===== src/inc/pkfp_pkg.sv =====
// Purpose: Shared constants and types for the pulse keyed fuse programmer.
// Assumes: One 100 MHz clock; supply-pin level comparators arrive as raw levels.
// Notes: Fuse vector packs magnitude, polarity and output/lock fields.
package pkfp_pkg;
  localparam int unsigned CLK_PERIOD_NS = 10;
  localparam int unsigned TRY_W = 8;
  localparam int unsigned FUSE_W = 14;
  localparam logic [7:0] TRY_ENTRY_CODE = 8'h01;
  localparam logic [7:0] FUSE_ENTRY_ADDR = 8'h01;
  localparam logic [7:0] CHK_LOW_CODE = 8'h08;
  localparam logic [7:0] CHK_HIGH_CODE = 8'h09;
  localparam logic [3:0] KEY_POLSEL_MIDS = 4'h1;
  localparam logic [3:0] KEY_OUT_MIDS = 4'h3;
  localparam logic [3:0] KEY_DOWN_MIDS = 4'h4;
  localparam logic [3:0] KEY_MODE_MIDS = 4'hb;
  localparam logic [3:0] MIDS_MAX = 4'hf;
  localparam int unsigned FUSE_MAG_LSB = 0;
  localparam int unsigned FUSE_MAG_W = 8;
  localparam int unsigned FUSE_POL_BIT = 8;
  localparam int unsigned FUSE_OUT_LSB = 9;
  localparam int unsigned FUSE_OUT_W = 5;
  localparam int unsigned OUT_FALL_LSB = 0;
  localparam int unsigned OUT_SENSE_BIT = 2;
  localparam int unsigned OUT_LOCK_BIT = 4;
  localparam logic [FUSE_W-1:0] FUSE_RESET = 14'h0000;

  typedef enum logic [3:0] {
    ST_IDLE = 4'h0,
    ST_H = 4'h1,
    ST_HM = 4'h2,
    ST_HMH = 4'h3,
    ST_POLF = 4'h4,
    ST_POS_UP = 4'h5,
    ST_NEG_UP = 4'h6,
    ST_POS_DN = 4'h7,
    ST_NEG_DN = 4'h8,
    ST_OUT_TRY = 4'h9,
    ST_FUSE = 4'ha,
    ST_DONE = 4'hb,
    ST_DEAD = 4'hc
  } pkfp_key_type;

  typedef enum logic [1:0] {
    FREG_MAG = 2'h0,
    FREG_POL = 2'h1,
    FREG_OUT = 2'h2
  } pkfp_freg_type;
endpackage : pkfp_pkg


===== src/inc/pkfp_sym_if.sv =====
// Purpose: Carries classified supply-pin symbols from classifier to decoder.
// Assumes: Both ends on clk_sys_i.
// Notes: sym_vld is a one-cycle pulse at the end of each pulse.
`timescale 1ns/1ps
interface pkfp_sym_if;
  logic sym_vld;
  logic sym_high;
  modport src (output sym_vld, output sym_high);
  modport snk (input sym_vld, input sym_high);
endinterface : pkfp_sym_if


===== src/core/pkfp_pulse_class.sv =====
// Purpose: Turns supply comparator levels into high-level or mid-level symbols.
// Assumes: Comparator levels are asynchronous to clk_sys_i.
// Notes: A symbol is emitted at the falling edge of the mid comparator.
`timescale 1ns/1ps
module pkfp_pulse_class
  import pkfp_pkg::*;
(
  // Clock and reset
  input wire logic clk_sys_i,
  input wire logic srst_i,
  // Comparator levels
  input wire logic above_mid_i,
  input wire logic above_high_i,
  // Symbols
  pkfp_sym_if.src sym
);
  typedef struct packed {
    logic mid_s1;
    logic mid_s2;
    logic mid_d;
    logic hi_s1;
    logic hi_s2;
    logic seen_hi;
    logic vld;
    logic high;
  } pkfp_cls_type;

  pkfp_cls_type s_q;
  pkfp_cls_type s_d;

  always_comb
  begin
    s_d = s_q;
    s_d.mid_s1 = above_mid_i;
    s_d.mid_s2 = s_q.mid_s1;
    s_d.hi_s1 = above_high_i;
    s_d.hi_s2 = s_q.hi_s1;
    s_d.mid_d = s_q.mid_s2;
    // A pulse that reached the high level anywhere counts as high
    s_d.seen_hi = s_q.mid_s2 ? (s_q.seen_hi | s_q.hi_s2) : 1'b0;
    s_d.vld = s_q.mid_d & ~s_q.mid_s2;
    s_d.high = s_q.seen_hi | s_q.hi_s2;
  end

  always_ff @(posedge clk_sys_i)
  begin
    if (srst_i)
      s_q <= '0;
    else
      s_q <= s_d;
  end

  assign sym.sym_vld = s_q.vld;
  assign sym.sym_high = s_q.high;
endmodule : pkfp_pulse_class


===== src/core/pkfp_top.sv =====
// Purpose: Key decoder, trial registers and fuse blow/read control.
// Assumes: srst_i follows supply power cycling; fuse_blown_i is stable fuse sense.
// Notes: Blow pulse duration and analog thresholds are handled outside.
`timescale 1ns/1ps
module pkfp_top
  import pkfp_pkg::*;
(
  // Clock and reset
  input wire logic clk_sys_i,
  input wire logic srst_i,
  // Supply pin comparators
  input wire logic above_mid_i,
  input wire logic above_high_i,
  // Fuse array
  input wire logic [FUSE_W-1:0] fuse_blown_i,
  output logic blow_strobe_o,
  output logic [FUSE_W-1:0] blow_sel_o,
  // Switch settings
  output logic [TRY_W-1:0] op_magnitude_o,
  output logic op_north_o,
  output logic [1:0] fall_time_o,
  output logic output_sense_bit_o,
  output logic chk_low_o,
  output logic chk_high_o,
  // Output pin, open drain
  output logic switch_output_pin_o,
  output logic switch_output_pin_oe_o
);
  typedef struct packed {
    pkfp_key_type st;
    pkfp_freg_type freg;
    logic [3:0] mids;
    logic [TRY_W-1:0] code;
    logic [7:0] addr;
    logic [FUSE_W-1:0] fb;
    logic blow;
    logic [FUSE_W-1:0] bsel;
    logic [TRY_W-1:0] mag;
    logic north;
    logic [1:0] fall;
    logic sense;
    logic chk_lo;
    logic chk_hi;
    logic pin_oe;
  } pkfp_state_type;

  pkfp_sym_if sym ();
  pkfp_state_type s_q;
  pkfp_state_type s_d;
  logic locked;

  pkfp_pulse_class u_class (
    .clk_sys_i(clk_sys_i),
    .srst_i(srst_i),
    .above_mid_i(above_mid_i),
    .above_high_i(above_high_i),
    .sym(sym.src)
  );

  function automatic logic [7:0] fuse_field(input logic [FUSE_W-1:0] fb, input pkfp_freg_type fr);
    logic [7:0] v;
    v = 8'h00;
    case (fr)
      FREG_MAG: v = fb[FUSE_MAG_LSB +: FUSE_MAG_W];
      FREG_POL: v = {7'h00, fb[FUSE_POL_BIT]};
      FREG_OUT: v = {3'h0, fb[FUSE_OUT_LSB +: FUSE_OUT_W]};
      default: v = 8'h00;
    endcase
    return v;
  endfunction : fuse_field

  function automatic logic [FUSE_W-1:0] blow_map(input pkfp_freg_type fr, input logic [7:0] a);
    logic [FUSE_W-1:0] m;
    m = '0;
    case (fr)
      FREG_MAG: m[FUSE_MAG_LSB +: FUSE_MAG_W] = a;
      FREG_POL: m[FUSE_POL_BIT] = a[0];
      FREG_OUT: m[FUSE_OUT_LSB +: FUSE_OUT_W] = a[FUSE_OUT_W-1:0];
      default: m = '0;
    endcase
    return m;
  endfunction : blow_map

  function automatic logic [3:0] mids_inc(input logic [3:0] m);
    return (m == MIDS_MAX) ? m : m + 4'h1;
  endfunction : mids_inc

  assign locked = s_q.fb[FUSE_OUT_LSB + OUT_LOCK_BIT];

  always_comb
  begin
    s_d = s_q;
    s_d.fb = fuse_blown_i;
    s_d.blow = 1'b0;
    s_d.bsel = '0;
    if (sym.sym_vld)
    begin
      case (s_q.st)
        ST_IDLE: s_d.st = sym.sym_high ? ST_H : ST_DEAD;
        ST_H:
        begin
          if (sym.sym_high)
          begin
            s_d.st = locked ? ST_DEAD : ST_POS_UP;
            s_d.code = TRY_ENTRY_CODE;
            s_d.mids = '0;
          end
          else
          begin
            s_d.st = ST_HM;
            s_d.mids = 4'h1;
          end
        end
        ST_HM:
        begin
          if (!sym.sym_high)
            s_d.mids = mids_inc(s_q.mids);
          else if (s_q.mids == KEY_POLSEL_MIDS)
            s_d.st = ST_HMH;
          else if (s_q.mids == KEY_OUT_MIDS)
          begin
            s_d.st = ST_OUT_TRY;
            s_d.code = TRY_ENTRY_CODE;
            s_d.mids = '0;
          end
          else
            s_d.st = ST_DEAD;
        end
        ST_HMH:
        begin
          if (sym.sym_high)
          begin
            s_d.st = locked ? ST_DEAD : ST_NEG_UP;
            s_d.code = TRY_ENTRY_CODE;
            s_d.mids = '0;
          end
          else
          begin
            s_d.st = ST_POLF;
            s_d.mids = 4'h1;
          end
        end
        ST_POLF:
        begin
          if (!sym.sym_high)
            s_d.mids = mids_inc(s_q.mids);
          else if (s_q.mids == KEY_MODE_MIDS && !locked)
          begin
            s_d.st = ST_FUSE;
            s_d.freg = FREG_POL;
            s_d.addr = FUSE_ENTRY_ADDR;
          end
          else
            s_d.st = ST_DEAD;
        end
        ST_POS_UP, ST_NEG_UP:
        begin
          if (!sym.sym_high)
          begin
            s_d.code = s_q.code + 8'h01;
            s_d.mids = mids_inc(s_q.mids);
          end
          else if (s_q.mids == KEY_DOWN_MIDS)
          begin
            s_d.st = (s_q.st == ST_POS_UP) ? ST_POS_DN : ST_NEG_DN;
            s_d.code = TRY_ENTRY_CODE;
            s_d.mids = '0;
          end
          else if (s_q.mids == KEY_MODE_MIDS && s_q.st == ST_POS_UP)
          begin
            s_d.st = ST_FUSE;
            s_d.freg = FREG_MAG;
            s_d.addr = FUSE_ENTRY_ADDR;
          end
          else
            s_d.st = ST_DEAD;
        end
        ST_POS_DN, ST_NEG_DN:
        begin
          if (!sym.sym_high)
            s_d.code = s_q.code + 8'h01;
          else
            s_d.st = ST_DEAD;
        end
        ST_OUT_TRY:
        begin
          if (!sym.sym_high)
          begin
            s_d.code = s_q.code + 8'h01;
            s_d.mids = mids_inc(s_q.mids);
          end
          else if (s_q.mids == KEY_MODE_MIDS && !locked)
          begin
            s_d.st = ST_FUSE;
            s_d.freg = FREG_OUT;
            s_d.addr = FUSE_ENTRY_ADDR;
          end
          else
            s_d.st = ST_DEAD;
        end
        ST_FUSE:
        begin
          if (!sym.sym_high)
            s_d.addr = {s_q.addr[6:0], 1'b0};
          else
          begin
            // Only the one addressed bit is fired, then wait for power cycle
            s_d.blow = 1'b1;
            s_d.bsel = blow_map(s_q.freg, s_q.addr);
            s_d.st = ST_DONE;
          end
        end
        ST_DONE, ST_DEAD: s_d.st = s_q.st;
        default: s_d.st = ST_DEAD;
      endcase
    end
    // Trial values only raise bits above what is already blown
    case (s_d.st)
      ST_POS_UP, ST_NEG_UP: s_d.mag = s_d.fb[FUSE_MAG_LSB +: FUSE_MAG_W] | s_d.code;
      ST_POS_DN, ST_NEG_DN: s_d.mag = s_d.fb[FUSE_MAG_LSB +: FUSE_MAG_W] | ~s_d.code;
      default: s_d.mag = s_d.fb[FUSE_MAG_LSB +: FUSE_MAG_W];
    endcase
    s_d.north = s_d.fb[FUSE_POL_BIT] | (s_d.st == ST_NEG_UP) | (s_d.st == ST_NEG_DN);
    s_d.fall = s_d.fb[FUSE_OUT_LSB + OUT_FALL_LSB +: 2];
    s_d.sense = s_d.fb[FUSE_OUT_LSB + OUT_SENSE_BIT];
    if (s_d.st == ST_OUT_TRY && !s_d.fb[FUSE_OUT_LSB + OUT_LOCK_BIT])
    begin
      s_d.fall = s_d.fall | s_d.code[OUT_FALL_LSB +: 2];
      s_d.sense = s_d.sense | s_d.code[OUT_SENSE_BIT];
    end
    s_d.chk_lo = (s_d.st == ST_OUT_TRY) && (s_d.code == CHK_LOW_CODE);
    s_d.chk_hi = (s_d.st == ST_OUT_TRY) && (s_d.code == CHK_HIGH_CODE);
    // Pin is pulled low only for a blown addressed fuse, polarity ignored
    s_d.pin_oe = (s_d.st == ST_FUSE) && |(fuse_field(s_d.fb, s_d.freg) & s_d.addr);
  end

  always_ff @(posedge clk_sys_i)
  begin
    if (srst_i)
      s_q <= '0;
    else
      s_q <= s_d;
  end

  assign blow_strobe_o = s_q.blow;
  assign blow_sel_o = s_q.bsel;
  assign op_magnitude_o = s_q.mag;
  assign op_north_o = s_q.north;
  assign fall_time_o = s_q.fall;
  assign output_sense_bit_o = s_q.sense;
  assign chk_low_o = s_q.chk_lo;
  assign chk_high_o = s_q.chk_hi;
  assign switch_output_pin_o = 1'b0;
  assign switch_output_pin_oe_o = s_q.pin_oe;
endmodule : pkfp_top


===== config.mk =====
export PLATFORM = sky130hd
export DESIGN_NAME = pkfp_top
export DESIGN_NICKNAME = d
export VERILOG_FILES = /design/src/inc/pkfp_pkg.sv /design/src/inc/pkfp_sym_if.sv /design/src/core/pkfp_pulse_class.sv /design/src/core/pkfp_top.sv
export SDC_FILE = /design/constraint.sdc
export NUM_CORES = 1
export LEC_CHECK = 0
export BUFFER_PORTS_ARGS = -buffer_cell sky130_fd_sc_hd__clkbuf_2
export CORE_MARGIN = 2
export CORE_UTILIZATION = 62
export CTS_CLUSTER_SIZE = 24
export DETAILED_ROUTE_END_ITERATION = 10
export GPL_TIMING_DRIVEN = 0
export PLACE_DENSITY = 0.94
export RECOVER_POWER = 100
export SYNTH_ARGS = -nofsm -noshare
export SYNTH_HDL_FRONTEND = slang
export SYNTH_HIERARCHICAL = 1
export SYNTH_SLANG_ARGS = --single-unit

===== constraint.sdc =====
create_clock -name clk_sys_i -period 4.5 [get_ports clk_sys_i]
set_input_delay 0.225 -clock clk_sys_i [delete_from_list [all_inputs] [get_ports clk_sys_i]]
set_output_delay 0.225 -clock clk_sys_i [all_outputs]
set_load 0.1 [all_outputs]

Word level (Yosys, flattened, before mapping):

Cells that the tools add are included.

* register bits after elaboration: 78
* output and inout port bits: 31
* bits of input ports: 18
* logic and storage cells: 156

* reduce and logical (&&, ||, !) cells: 26
* equal/unequal tests: 34
* mux-type cells: 52
* $add $sub $neg: 2
* bitwise logic cells: 17

Operators by type and width (number)
* 8-bit two-way mux: 10
* 12-bit two-way mux: 5
* 4-bit two-way mux: 14
* 8-bit case mux with 3 select lines: 2
* 4-bit == test (second input constant): 10
* 4-bit case mux with 10 select lines: 1
* 8-bit case mux with 5 select lines: 1
* 4-bit by 3-bit == test with 1-bit output (second input constant): 8
* 26-bit two-way mux: 1
* 4-bit case mux with 5 select lines: 1
* 6-bit two-way mux: 3
* 8-bit by 4-bit == test with 1-bit output (second input constant): 2
* 8-bit bitwise OR: 2
* 8-bit case mux with 2 select lines: 1
* 2-bit OR reduction: 8
* 15-bit two-way mux: 1
* 5-bit OR reduction: 3
* 4-bit by 2-bit == test with 1-bit output (second input constant): 3
* 3-bit two-way mux: 4
* 3-bit != test (second input constant): 3
* 8-bit by 1-bit adder with 8-bit output (second input constant): 1
* 8-bit AND: 1
* 4-bit by 1-bit == test with 1-bit output (second input constant): 2
* 2-bit two-way mux: 4
* 20 further kinds: 40

Logic depth before layout (Yosys ltp):

* word-level depth: 12
* depth in mapped cells: 11
* mapped depth without buffers: 10

Hierarchy:

The synthesis kept the hierarchy.

By module, submodules not included
* pkfp_top: times used 1, area each 3508.4 um2, cells an instance 426, sequential area each 1141.1 um2
* pkfp_pulse_class: times used 1, area each 232.7 um2, cells an instance 17, sequential area each 160.2 um2

Worst setup path before layout:

OpenSTA, ideal clock, no wires.

* kind: reg-to-reg
* start: register s_q[60] (netlist bit)
* end: register s_q (netlist bit op_magnitude_o[5])
* path buffers: 1
* library setup time: 143 ps
* path slack: 2054 ps
* arrival: 2302 ps
* data required time: 4357 ps
* clock period less this slack: 2446 ps
* stages on the path, launching flop included: 11
* path through: dfxtp_1 ha_1 buf_2 nand4b_2 nor2_1 o21bai_1 o31ai_2 nand3_1 mux2i_4 xor2_1 o22ai_1

* longest elaborated chain between the ends: 10
* elaborated cells on any way between the ends: 33
* classes of those cells: eq/ne (8); mux (18); bitwise (3); reduce/logical (4)

RTL lines
* start: declaration: line pkfp_top.sv:48 `pkfp_state_type s_q;`
* start signal: assignment: line pkfp_top.sv:240 `s_q <= '0;`
* start signal: assignment: line pkfp_top.sv:242 `s_q <= s_d;`
* 4-bit == test: line pkfp_top.sv:147, pkfp_top.sv:169, pkfp_top.sv:192
* 1-bit logical AND: line pkfp_top.sv:169 `else if (s_q.mids == KEY_MODE_MIDS && s_q.st == ST_POS_UP)`
* 3-bit two-way mux: line pkfp_top.sv:169
* 4-bit two-way mux: line pkfp_top.sv:163 `else if (s_q.mids == KEY_DOWN_MIDS)`
* 6-bit two-way mux: line pkfp_top.sv:158 `if (!sym.sym_high)`
* 4-bit case mux with 10 select lines: line pkfp_top.sv:98 `case (s_q.st)`
* 26-bit two-way mux (*): line pkfp_top.sv:96 `if (sym.sym_vld)`
* 4-bit == test / 4-bit by 3-bit == test with 1-bit output (equally long branches): line pkfp_top.sv:218 `case (s_d.st)`
* 2-bit OR reduction: line pkfp_top.sv:218
* 8-bit case mux with 2 select lines (*): line pkfp_top.sv:218

Mark *: on every way between the ends. The rest lies on a longest branch, timed or not. The select of a mux whose other input is x is not followed.
A chain may end at the register's enable or synchronous reset.

Worst setup path in the final report:

* start: register s_q[60] (netlist bit)
* end: register s_q (netlist bit op_magnitude_o[2])

The elaborated chain is that of the path after synthesis.

==> metrics.cfg <==
[status]
run_status = finished, final reports clean

[clock_tree]
cts_sinks = 65
cts.clk_slew.worst_paths_ps = 80
cts.repair_timing.setup_buffer_count = 0
cts_buffers = 9
cts.path.max_buffers = 2
cts-htree-levels = 3
ctsHoldBuffers = 0
cts_root_buffer = sky130_fd_sc_hd__clkbuf_8
ctsResizeCount = 0
clk-insertion-delay-late_ps = 360
tritoncts = done

[floorplan]
ios = 49
floorplan.die.height_um = 81.68
core_region_area_sq_um = 5886
num_rows = 28
floorplan.die_area_sq_um = 6672
floorplan.initialDensity = 0.6356
die_width_um = 81.68

[synth]
synth_enable_flop_cells = 0
synthesis.instances = 443
post-synth-top-count-cell = sky130_fd_sc_hd__dfxtp_1
ys_warn_count = 6
synth-main-ff-cell = sky130_fd_sc_hd__dfxtp_1
syn-mean-instance-area_sq_um = 8.445
synth_seq_cells = 65
synth_top_cell_by_area = sky130_fd_sc_hd__dfxtp_1
mappedNetlistArea_sq_um = 3741
syn-num-nets = 466
ranking_of_synthesized_cells_by_area = sky130_fd_sc_hd__dfxtp_1 (35%), sky130_fd_sc_hd__buf_4 (5.6%), sky130_fd_sc_hd__a21oi_1 (4.8%)
ys_async_sr_fraction = 0
seq_area_frac_synth = 0.3478
synth.top_cell.area_share = 0.3478
synth_common_cells = sky130_fd_sc_hd__dfxtp_1 (65), sky130_fd_sc_hd__a21oi_1 (36), sky130_fd_sc_hd__nor2_1 (35)
netlist-cell-type-count = 79

[cells_and_area]
finalNetCount = 524
antenna-diode-count = 0
utilization = 0.7211
drive_gt1_frac = 0.1779
area_delta_synth_final_pct = 13.44

[power_and_ir_drop]
static-leakage-power_nw = 1.651
ir_worst_vdd_mv = 0.3252
power_density_nw_per_um2 = 315.4

[global_route]
grt_util_all_layers = 0.3241
grt_start_max_net_pins = 15
residual_overflow_from_global_routing = 0
number_of_global_route_vias_before_repair = 3393
grt_antenna_before_repair = 0
wire_length_of_the_first_global_routing_pass_um = 16380

[setup_path]
worst_setup_path_startpoint = s_q[60]
critPathKind = register to register
crit_fanout = 9
worst_setup_path_start_kind = register
worstPathRequired_ps = 4680
regToRegStartpoint = s_q[60]
worstPathArrival_ps = 3890
reg2reg_to = op_magnitude_o[2]
worst_r2r_path_depth = 9
worstSetupEndpoint = op_magnitude_o[2]
worst-r2r-setup-slack_ps = 790
worstSetupEndpointType = register

[run]
maxCapViolations = 0

[route]
detail_route.wl_per_cell_um = 18.08
total_iterations_of_the_first_detailed_routing_run = 6
via_count = 3695
drc = 0
vias_per_cell = 6.360
detail_route.wirelength_um = 10510
drt_iter0_drc = 366
ant_nets = 0

[placement]
finalWeightedCongestion = 0.9408
dp_hpwl_um = 7424
i_o_buffers = 47
placement_stage_worst_setup_slack_ps = 1431

[sta]
final_max_slew_viol_count = 0
clock.fmax_ghz = 0.2696
setup_violators_final = 0
hold_ws_ps = 105.6
final-hold-violation-count = 0
fin_crit_ps = 3709
timing_worst_slew_pin_value_ps = 1318
layout_setup_ws_ps = 791.2
max_slew_margin = 0.1162
final.setup_skew_ps = 15.05
grt_setup_unrepaired = no
fin_crit_sh = 0.8242
timing.setup.tns_ps = 0

[hold_path]
hold_path_depth = 2
worstHoldPathType = primary input to register

-- power breakdown --
| group | switching, W | total, W | internal [W] |
|---|---|---|---|
| Combinational | 0.0000948 | 0.000128 | 0.0000336 |
| Sequential | 0.00000383 | 0.000588 | 0.000584 |
| Clock | 0.000249 | 0.000622 | 0.000373 |
-- layer usage --
layer / GRT usage / vias to the layer above / wire length, um
met4: 0.1217 / 0 / 273
met2: 0.5467 / 233 / 5110
li1: - / 1694 / -
met3: 0.1066 / 29 / 962
met5: 0 / - / 0
met1: 0.3836 / 1739 / 4158
-- placed cells by master, fill, tap and decap left out, types with 4 or more instances in the layout --
| master | netlist | final |
|---|---|---|
| sky130_fd_sc_hd__and2_0 | 0 | 12 |
| sky130_fd_sc_hd__xnor2_1 | 4 | 4 |
| sky130_fd_sc_hd__clkbuf_8 | 0 | 9 |
| sky130_fd_sc_hd__nand3_1 | 8 | 8 |
| sky130_fd_sc_hd__nor2_1 | 35 | 35 |
| sky130_fd_sc_hd__o21bai_1 | 4 | 4 |
| sky130_fd_sc_hd__a22o_1 | 4 | 4 |
| sky130_fd_sc_hd__nor3_1 | 7 | 8 |
| sky130_fd_sc_hd__buf_4 | 28 | 28 |
| sky130_fd_sc_hd__o22ai_1 | 11 | 11 |
| sky130_fd_sc_hd__clkbuf_1 | 10 | 45 |
| sky130_fd_sc_hd__a31oi_1 | 8 | 8 |
| sky130_fd_sc_hd__and2_1 | 16 | 4 |
| sky130_fd_sc_hd__a222oi_1 | 4 | 4 |
| sky130_fd_sc_hd__nor2b_1 | 19 | 20 |
| sky130_fd_sc_hd__and2b_2 | 4 | 4 |
| sky130_fd_sc_hd__buf_2 | 11 | 8 |
| sky130_fd_sc_hd__ha_1 | 5 | 5 |
| sky130_fd_sc_hd__nand2_1 | 22 | 22 |
| sky130_fd_sc_hd__a21oi_1 | 36 | 36 |
| sky130_fd_sc_hd__clkbuf_2 | 0 | 16 |
| sky130_fd_sc_hd__o21ai_0 | 17 | 17 |
| sky130_fd_sc_hd__nand3b_1 | 5 | 5 |
| sky130_fd_sc_hd__inv_1 | 19 | 19 |
| sky130_fd_sc_hd__dfxtp_1 | 65 | 65 |
| sky130_fd_sc_hd__xor2_1 | 6 | 6 |
| sky130_fd_sc_hd__a22oi_1 | 6 | 6 |
-- worst min path at each step --
stage                           end  slack (ps)      startpoint
3_5_place_dp    u_class/sym.sym_vld         420  u_class/s_d[5]
5_1_grt              u_class/s_d[6]         100     above_mid_i
3_3_place_gp    u_class/sym.sym_vld         400  u_class/s_d[5]
6_report             u_class/s_d[6]         110     above_mid_i
4_1_cts              u_class/s_d[6]         100     above_mid_i
2_1_floorplan  u_class/sym.sym_high         300          srst_i
-- critical path, stage by stage, from the launching register on --
cell	delay [ps]
sky130_fd_sc_hd__dfxtp_1	380
sky130_fd_sc_hd__ha_1	220
sky130_fd_sc_hd__clkbuf_1	180
sky130_fd_sc_hd__nand4b_1	410
sky130_fd_sc_hd__o32a_1	230
sky130_fd_sc_hd__a21oi_1	70
sky130_fd_sc_hd__a211oi_1	1020
sky130_fd_sc_hd__a21oi_1	180
sky130_fd_sc_hd__o21bai_1	620
sky130_fd_sc_hd__o22ai_1	240
-- metrics by stage --
stage	cell area, sq um	total power (W)	instances
finish	4244	0.001339	581
global route	4244	0.001375	581
CTS	4319	0.001340	581
detailed placement	4070	0.0007284	565
global placement	4070	0.0007258	565
floorplan	3741	0.0006968	443
-- state kept, by name, indices dropped and copies added, names as in the netlist, 2 cells and up --
signal          cells
u_class/s_d         3
u_class/s_q         3
s_q                26
op_magnitude_o      8
fall_time_o         2
blow_sel_o         14
-- area by class of cell --
type | count | area [sq um]
inverter | 19 | 71.32
multi-input combinational | 306 | 2003
clock buffer | 9 | 123.9
buffer | 53 | 329.1
timing repair buffer | 47 | 196.4
sequential | 65 | 1301
fill | 465 | 1642
clock inverter | 7 | 125.1
tap | 75 | 93.84
-- kinds of logic after synthesis --
family                     share of synthesized area
AOI/OAI and AO/OA                             0.2478
xor gates and xnor gates                     0.02341
adders and majority gates                    0.01940
buffers and inverters                         0.1080
DFF                                           0.3478
muxes                                        0.01706
other                                       0.001002
and+or+nand+nor                               0.2355
No activity file was read; power rests on OpenSTA's default activity.
